===== config.mk =====
export PLATFORM = sky130hd
export DESIGN_NAME = chad_top
export DESIGN_NICKNAME = d
export VERILOG_FILES = /design/src/pkg/chad_pkg.sv /design/src/pkg/chad_dec_if.sv /design/src/rtl/chad_addr_decode.sv /design/src/rtl/chad_top.sv
export SDC_FILE = /design/constraint.sdc
export NUM_CORES = 1
export LEC_CHECK = 0
export BUFFER_PORTS_ARGS = -buffer_cell sky130_fd_sc_hd__buf_2
export CAP_MARGIN = 20
export CORE_MARGIN = 1
export CORE_UTILIZATION = 45
export DETAILED_ROUTE_END_ITERATION = 8
export GPL_TIMING_DRIVEN = 0
export PLACE_DENSITY = 0.91
export SETUP_SLACK_MARGIN = 0.02
export SLEW_MARGIN = 25
export SYNTH_ARGS = -nofsm -noshare
export SYNTH_HDL_FRONTEND = slang
export SYNTH_SLANG_ARGS = --single-unit

===== constraint.sdc =====
create_clock -name mclk -period 3.48 [get_ports mclk]
set_clock_uncertainty 0.2 [all_clocks]
set_input_delay 0.348 -clock mclk [delete_from_list [all_inputs] [get_ports mclk]]
set_output_delay 0.348 -clock mclk [all_outputs]
set_load 0.05 [all_outputs]

===== src/pkg/chad_pkg.sv =====
// constants and types for the card host address decode block
package chad_pkg;
  localparam int ADDR_W = 11;
  localparam int TF_IDX_W = 3;
  // attribute-space address bit that splits card info bytes from config regs
  localparam int CFG_SEL_BIT = 9;
  localparam int ODD_BIT = 0;
  localparam logic [ADDR_W-1:0] ADDR_RST = 11'h000;
  localparam logic [TF_IDX_W-1:0] TF_IDX_RST = 3'h0;
  localparam logic [ADDR_W-1:TF_IDX_W] UPPER_ZERO = 8'h00;
  localparam logic PIN_NEGATED = 1'b1;
  localparam logic PIN_ASSERTED = 1'b0;

  typedef enum logic [1:0] {
    MODE_MEMORY,
    MODE_IO,
    MODE_DISK
  } chad_mode_e;

  typedef enum logic [2:0] {
    REG_NONE,
    REG_IO_PORT,
    REG_MEM_PORT,
    REG_CIS,
    REG_CONFIG,
    REG_TASK_FILE
  } chad_region_e;

  typedef enum logic {
    ALERT_IDLE,
    ALERT_PENDING
  } chad_alert_e;
endpackage


===== src/pkg/chad_dec_if.sv =====
// carrier between the top and the address decoder
`timescale 1ns/1ps
interface chad_dec_if
  import chad_pkg::*;
  ();
  chad_mode_e mode;
  logic [ADDR_W-1:0] addr;
  logic attr_n;
  logic io_cycle;
  logic ce_lo_n;
  logic ce_hi_n;
  chad_region_e region;
  logic [ADDR_W-1:0] index;
  logic word_odd;
  logic upper_set;

  modport top(
    output mode,
    output addr,
    output attr_n,
    output io_cycle,
    output ce_lo_n,
    output ce_hi_n,
    input region,
    input index,
    input word_odd,
    input upper_set
  );

  modport dec(
    input mode,
    input addr,
    input attr_n,
    input io_cycle,
    input ce_lo_n,
    input ce_hi_n,
    output region,
    output index,
    output word_odd,
    output upper_set
  );
endinterface


===== src/rtl/chad_addr_decode.sv =====
// combinational host address decoder for all three card modes
`timescale 1ns/1ps
module chad_addr_decode
  import chad_pkg::*;
(
  chad_dec_if.dec d
);
  always_comb
  begin
    d.region = REG_NONE;
    d.index = d.addr;
    d.word_odd = 1'b0;
    d.upper_set = 1'b0;
    if (d.mode == MODE_DISK)
    begin
      // upper lines ignored, only the low three pick a register
      d.region = REG_TASK_FILE; // RL4
      d.index = {UPPER_ZERO, d.addr[TF_IDX_W-1:0]}; // RL4
      // host is to ground them; flagged, never acted on
      d.upper_set = d.addr[ADDR_W-1:TF_IDX_W] != UPPER_ZERO; // RL5
    end
    else
    begin
      // io mode shares the memory-mode decode unchanged
      if (d.io_cycle) // RL3
      begin
        d.region = REG_IO_PORT; // RL1
      end
      else if (!d.attr_n)
      begin
        if (d.addr[CFG_SEL_BIT])
        begin
          d.region = REG_CONFIG; // RL1
        end
        else
        begin
          d.region = REG_CIS; // RL1
        end
      end
      else
      begin
        d.region = REG_MEM_PORT; // RL1
      end
      // odd-address word access to the register file is not honoured
      d.word_odd = !d.ce_lo_n && !d.ce_hi_n && d.addr[ODD_BIT]; // RL2
    end
  end
endmodule


===== src/rtl/chad_top.sv =====
// card host port: address decode and status pin behaviour
// Summary of operation
// (RL1) memory mode: address lines plus attribute select pick port, info, config
// (RL2) word register access with both selects low and odd address unsupported
// (RL3) io mode decodes host address exactly as memory mode
// (RL4) disk mode: low three bits pick task file register, upper ignored
// (RL5) host grounds upper address lines in disk mode
// (RL6) memory mode drives first battery status permanently high
// (RL7) io mode drives status change low on ready or write-protect change
// (RL8) config status setting enables or suppresses status change output
// (RL9) disk mode: shared pin is bidirectional passed diagnostic signal
// (RL10) status change disabled keeps the pin negated high
`timescale 1ns/1ps
module chad_top
  import chad_pkg::*;
(
  input wire logic mclk,
  input wire logic rst_n,
  input wire chad_mode_e mode,
  input wire logic access,
  input wire logic io_cycle,
  input wire logic [ADDR_W-1:0] host_address_lines,
  input wire logic attr_select_n,
  input wire logic low_byte_card_select_n,
  input wire logic high_byte_card_select_n,
  input wire logic ready_state,
  input wire logic write_protect,
  input wire logic status_change_enable,
  input wire logic status_change_ack,
  input wire logic diag_passed,
  input wire logic status_pin_in,
  output logic status_pin_out,
  output logic status_pin_oe,
  output chad_region_e region_hit,
  output logic [ADDR_W-1:0] register_index,
  output logic [TF_IDX_W-1:0] task_file_index,
  output logic word_access_unsupported,
  output logic upper_address_misuse,
  output logic passed_diagnostic_seen
);
  chad_dec_if dif();
  chad_alert_e alert_state;
  chad_alert_e next_alert_state;
  logic ready_q;
  logic wp_q;
  logic change_event;

  assign dif.mode = mode;
  assign dif.addr = host_address_lines;
  assign dif.attr_n = attr_select_n;
  assign dif.io_cycle = io_cycle;
  assign dif.ce_lo_n = low_byte_card_select_n;
  assign dif.ce_hi_n = high_byte_card_select_n;

  chad_addr_decode u_dec (
    .d(dif.dec)
  );

  // decode results are held until the next access
  always_ff @(posedge mclk)
  begin
    if (!rst_n)
    begin
      region_hit <= REG_NONE;
      register_index <= ADDR_RST;
      task_file_index <= TF_IDX_RST;
      word_access_unsupported <= 1'b0;
      upper_address_misuse <= 1'b0;
    end
    else if (access)
    begin
      region_hit <= dif.region; // RL1
      register_index <= dif.index; // RL1
      task_file_index <= dif.index[TF_IDX_W-1:0]; // RL4
      word_access_unsupported <= dif.word_odd; // RL2
      upper_address_misuse <= dif.upper_set; // RL5
    end
  end

  // copies track through reset too, so a steady level is no false edge
  always_ff @(posedge mclk)
  begin
    ready_q <= ready_state;
    wp_q <= write_protect;
  end

  // only a level that moves after release counts as a change
  assign change_event = (ready_state != ready_q) || (write_protect != wp_q);

  always_comb
  begin
    next_alert_state = alert_state;
    case (alert_state)
      ALERT_IDLE:
      begin
        if (change_event && mode == MODE_IO)
        begin
          next_alert_state = ALERT_PENDING; // RL7
        end
      end
      ALERT_PENDING:
      begin
        // a new change in the ack cycle wins over the ack
        if (status_change_ack && !change_event)
        begin
          next_alert_state = ALERT_IDLE;
        end
        else if (mode != MODE_IO)
        begin
          next_alert_state = ALERT_IDLE;
        end
      end
      default:
      begin
        next_alert_state = ALERT_IDLE;
      end
    endcase
  end

  always_ff @(posedge mclk)
  begin
    if (!rst_n)
    begin
      alert_state <= ALERT_IDLE;
    end
    else
    begin
      alert_state <= next_alert_state;
    end
  end

  // the single shared pin changes meaning with the mode
  always_ff @(posedge mclk)
  begin
    if (!rst_n)
    begin
      status_pin_out <= PIN_NEGATED;
      status_pin_oe <= 1'b0;
    end
    else
    begin
      case (mode)
        MODE_MEMORY:
        begin
          status_pin_out <= PIN_NEGATED; // RL6
          status_pin_oe <= 1'b1; // RL6
        end
        MODE_IO:
        begin
          status_pin_oe <= 1'b1;
          if (status_change_enable && alert_state == ALERT_PENDING) // RL8
          begin
            status_pin_out <= PIN_ASSERTED; // RL7
          end
          else
          begin
            status_pin_out <= PIN_NEGATED; // RL10
          end
        end
        MODE_DISK:
        begin
          // open-drain style: only ever pull low, the other drive may too
          status_pin_out <= PIN_ASSERTED; // RL9
          status_pin_oe <= diag_passed; // RL9
        end
        default:
        begin
          status_pin_out <= PIN_NEGATED;
          status_pin_oe <= 1'b0;
        end
      endcase
    end
  end

  // other drive's passed signal, read when this end is not pulling
  always_ff @(posedge mclk)
  begin
    if (!rst_n)
    begin
      passed_diagnostic_seen <= 1'b0;
    end
    else
    begin
      passed_diagnostic_seen <= mode == MODE_DISK && !status_pin_oe
        && status_pin_in == PIN_ASSERTED; // RL9
    end
  end

  chk_cis_decode: assert property ( // RL1
    @(posedge mclk) disable iff (!rst_n)
    (access && mode == MODE_MEMORY && !io_cycle && !attr_select_n
      && !host_address_lines[CFG_SEL_BIT]) |=> region_hit == REG_CIS
  ) else $error("card info byte not decoded");

  chk_odd_word: assert property ( // RL2
    @(posedge mclk) disable iff (!rst_n)
    (access && mode != MODE_DISK && !low_byte_card_select_n
      && !high_byte_card_select_n && host_address_lines[ODD_BIT])
      |=> word_access_unsupported
  ) else $error("odd word access not flagged");

  chk_io_same: assert property ( // RL3
    @(posedge mclk) disable iff (!rst_n)
    (access && mode == MODE_IO && !io_cycle && !attr_select_n
      && host_address_lines[CFG_SEL_BIT]) |=> region_hit == REG_CONFIG
  ) else $error("io mode decode differs from memory mode");

  chk_task_index: assert property ( // RL4
    @(posedge mclk) disable iff (!rst_n)
    (access && mode == MODE_DISK) |=> (region_hit == REG_TASK_FILE
      && task_file_index == $past(host_address_lines[TF_IDX_W-1:0]))
  ) else $error("task file index wrong");

  chk_upper_flag: assert property ( // RL5
    @(posedge mclk) disable iff (!rst_n)
    (access && mode == MODE_DISK
      && host_address_lines[ADDR_W-1:TF_IDX_W] != UPPER_ZERO)
      |=> upper_address_misuse
  ) else $error("upper address use not flagged");

  chk_battery_high: assert property ( // RL6
    @(posedge mclk) disable iff (!rst_n)
    mode == MODE_MEMORY |=> (status_pin_oe && status_pin_out == PIN_NEGATED)
  ) else $error("battery status not high");

  chk_alert_low: assert property ( // RL7
    @(posedge mclk) disable iff (!rst_n)
    (($changed(ready_state) || $changed(write_protect)) && mode == MODE_IO)
      ##1 (mode == MODE_IO && status_change_enable && !status_change_ack)
      |=> status_pin_out == PIN_ASSERTED
  ) else $error("status change not signalled");

  chk_alert_off: assert property ( // RL10
    @(posedge mclk) disable iff (!rst_n)
    (mode == MODE_IO && !status_change_enable)
      |=> (status_pin_oe && status_pin_out == PIN_NEGATED)
  ) else $error("disabled status change not negated");

  chk_diag_pull: assert property ( // RL9
    @(posedge mclk) disable iff (!rst_n)
    mode == MODE_DISK |=> (status_pin_oe == $past(diag_passed)
      && status_pin_out == PIN_ASSERTED)
  ) else $error("passed diagnostic drive wrong");
endmodule


Word level (Yosys, flattened, before mapping)
Index checks and enable logic that the tools add are counted.

storage, ports and cells
  word-level logic and storage cells = 47
  RAM bits = 0
  input port bits = 26
  ROM bits = 0
  memories kept = 0
  output and inout bits = 22
  register bits = 25
  latch bits = 0

operators by class
  equal/unequal tests = 5
  $add $sub $neg = 0
  shifts and indexed selects = 0
  $mul = 0
  bitwise operators = 2
  reduce and logical (&&, ||, !) cells = 15
  div/mod/pow operators = 0
  multiplexer cells = 14
  $lt $le $gt $ge = 0

operators with widths
  kind                number
  $mux 3              4
  $mux 11             1
  $reduce_bool 8->1   1
  $logic_and 1x1->1   7
  $mux 1              6
  $pmux 1 s2          3
  $logic_not 1->1     4
  $eq 2x1->1 const B  1
  $eq 2x2->1 const B  1
  $logic_not 2->1     1
  $ne 1x1->1          2
  $ne 2x1->1 const B  1
  $not 1->1           2
  $reduce_or 2->1     1
  $logic_or 1x1->1    1

Longest topological paths before layout
  word-level depth = 6
  depth in mapped cells = 4
  gate-level depth less buffers = 3

Modules after synthesis
A second synthesis with hierarchy kept.

unflattened totals
  cell total of the unflattened synthesis = 95
  area, all modules = 1029.7 um2

by module, submodules not included
  module            cells an instance  times used  area an instance (um2)
  chad_top          73                 1           844.6
  chad_addr_decode  22                 1           185.2

Worst setup path before layout
No wires, ideal clock.

  path type = register to output
  start point = register register_index[0] (netlist name)
  end point = output port task_file_index[0]
  data required time = 2.932 ns
  path slack = 2.020 ns
  stages on the path, launching flop included = 2
  arrival time = 0.912 ns
  path through = dfxtp_1 > buf_4

RTL lines
  item              line            source
  end: declaration  chad_top.sv:36  output logic [TF_IDX_W-1:0] task_file_index,

==> impl_metrics.env <==
export IMPL_power_uw=500
export IMPL_cts_tree="built"
export IMPL_path_clk_slew_ns=0.11
export IMPL_regMostFlops="register_index"
export IMPL_grt_pass1_vias=679
export IMPL_ys_ff_latch=22
export IMPL_num_vias=806
export IMPL_root_buffer="clkbuf_4"
export IMPL_cts_made_buffers=3
export IMPL_fillers=145
export IMPL_drv_slew=0
export IMPL_avgSynthCellArea_um2=10.1
export IMPL_layout_min_cycle_time_ns=1.58
export IMPL_max_slew_worst_pin_slew_ns=0.546
export IMPL_io_buffers=46
export IMPL_grt_pass1_wl_um=2840
export IMPL_die_w_um=45.1
export IMPL_wl_per_cell_um=12.3
export IMPL_grtUsageTotal=0.197
export IMPL_hold_ws_ns=0.0653
export IMPL_path_delay_family="flip-flops"
export IMPL_critPathLaunch="register_index[1]"
export IMPL_fmax_mhz=634
export IMPL_rsz0062_at_grt="no"
export IMPL_synth_seq_area_share=0.528
export IMPL_min_period_over_period=0.453
export IMPL_antenna_found_initial=0
export IMPL_register_area_um2=440
export IMPL_rows=15
export IMPL_grt_max_degree=12
export IMPL_syn_area_um2=835
export IMPL_startpoint_type="register"
export IMPL_dp_hpwl_um=1460
export IMPL_setup_violations=0
export IMPL_largest_reg_flops=11
export IMPL_hold_start="mode[1]"
export IMPL_tns_ns=0
export IMPL_htree_levels=1
export IMPL_end_kind="output port"
export IMPL_cts_sinks=22
export IMPL_core_area_um2=1730
export IMPL_arrival_ns=1.03
export IMPL_ys_types=23
export IMPL_nets=163
export IMPL_syn_to_final_growth_pct=37.6
export IMPL_syn_num_nets=109
export IMPL_critical_path_class="register to output port"
export IMPL_multi_input_area_um2=345
export IMPL_cp_slowest_cell="dfxtp_1"
export IMPL_start_util=0.483
export IMPL_layout_drive_gt1_share=0.415
export IMPL_dieHeight_um=45.1
export IMPL_max_stage_delay_ns=0.37
export IMPL_via_per_inst=5.04
export IMPL_synth_area_leaders="dfxtp_1 53%, mux2i_1 13%, nor2_1 6.3%"
export IMPL_synthCells=83
export IMPL_crit_chain="buf_4 -> buf_2"
export IMPL_ant_nets=0
export IMPL_reg_top3="register_index x11, region_hit x3"
export IMPL_min_path_type="input pin to register"
export IMPL_power_density_nw_per_um2=436
export IMPL_crit_reg2reg_launch="ready_q"
export IMPL_die_area_um2=2030
export IMPL_drc_errors=0
export IMPL_clock_path_buffers=2
export IMPL_overflow=0
export IMPL_clk_insertion_delay_late_ns=0.30
export IMPL_n_antenna_cell=0
export IMPL_required_ns=2.93
export IMPL_wl_um=1970
export IMPL_ir_drop_mv=0.258
export IMPL_netlist_area_leader_share=0.528
export IMPL_maxCapViolations=0
export IMPL_crit_fanout=3
export IMPL_gp_congestion=0.735
export IMPL_slew_headroom=0.634
export IMPL_hold_viol_final=0
export IMPL_outcome="finished, final reports clean"
export IMPL_drt_iter0_markers=27
export IMPL_leakagePower_uw=0.000589
export IMPL_yosys_area_top_type="dfxtp_1"
export IMPL_dr_pass1_iters=4
export IMPL_crit_buf_inv=2
export IMPL_ys_warn_count=0
export IMPL_io_pin_count=48
==> repair_timing <==
item	CTS	global route
setup endpoints to repair	0	0
hold buffers	3	0
gates resized for setup	0	0
endpoints found under the hold margin	3	0
setup buffers	0	0
==> logic make-up (layout without fill, tap and decap cells) <==
logic type | after synthesis | in the layout | synth area share
compound gates | 11 | 11 | 0.0825
xor+xnor | 2 | 2 | 0.0210
buf+inv | 7 | 59 | 0.0585
flops | 22 | 22 | 0.528
mux | 11 | 11 | 0.132
simple gates | 30 | 30 | 0.178
==> placed cells by master (no fill, tap or decap), drive strengths merged <==
cell type / netlist / routed
dfxtp: 22 / 22
buf: 5 / 51
o311a: 1 / 1
nor2: 14 / 14
a2111oi: 1 / 1
xor2: 2 / 2
nand4: 1 / 1
nor4: 4 / 4
o21ai: 4 / 4
clkbuf: 0 / 3
a31oi: 1 / 1
dlygate4sd3: 0 / 3
a21oi: 3 / 3
or4: 1 / 1
inv: 2 / 2
mux2i: 11 / 11
a31o: 1 / 1
nor2b: 4 / 4
nand2: 2 / 2
nand2b: 3 / 3
and3: 1 / 1
==> routing by layer <==
| metal | vias up | track usage | wire [µm] |
|---|---|---|---|
| li1 | 395 | - | - |
| met1 | 371 | 0.223 | 818 |
| met2 | 35 | 0.362 | 1010 |
| met3 | 5 | 0.0240 | 102 |
| met4 | 0 | 0.0909 | 34 |
| met5 | - | 0 | 0 |
==> worst paths after layout <==
kind                                 end  slack, ns  cells after the start
setup / recovery      task_file_index[1]       1.90                      2
hold / removal             status_pin_oe       0.07                      2
setup reg to reg             alert_state       2.35                      2
hold reg to reg   passed_diagnostic_seen       0.22                      1
==> metrics by stage <==
stage / util / std cells / area (µm²) / setup WS (ns)
floorplan: - / 83 / 835 / 2.02
global placement: 0.635 / 154 / 1100 / 1.91
detailed placement: 0.635 / 154 / 1100 / 1.87
CTS: 0.665 / 160 / 1150 / 1.89
global route: 0.665 / 160 / 1150 / 1.86
finish: 0.665 / 160 / 1150 / 1.90
==> synth_stat cells <==
cell type and number:
a31oi_1 1, and3_1 1, o21ai_1 1, nor2b_1 4, o21ai_0 3, a2111oi_0 1
nand2b_1 3, nand4_1 1, nor2_1 14, buf_2 1, nor4_1 4, o311a_1 1
inv_4 1, xor2_1 2, mux2i_1 11, inv_2 1, buf_4 3, nand2_1 2
or4_1 1, a21oi_1 3, dfxtp_1 22, a31o_1 1, buf_6 1
==> worst reg2reg max path: stages (launching register included) <==
cell and delay (ns):
dfxtp_1 0.32, xor2_1 0.15, o311a_1 0.35
==> power breakdown <==
part	internal (µW)	switching, µW	leakage, µW
sequential	265	6.23	0.000182
combinational	38.9	80.8	0.000394
clock	40.3	68.8	0.0000138
==> cell type report <==
class / count / area share
clock buffer: 3 / 0.0196
multi-input combinational: 54 / 0.301
inverter: 2 / 0.00871
buffer: 5 / 0.0338
timing repair buffer: 49 / 0.227
sequential: 22 / 0.383
tap: 25 / 0.0272
No activity file was read; power rests on OpenSTA's default activity.
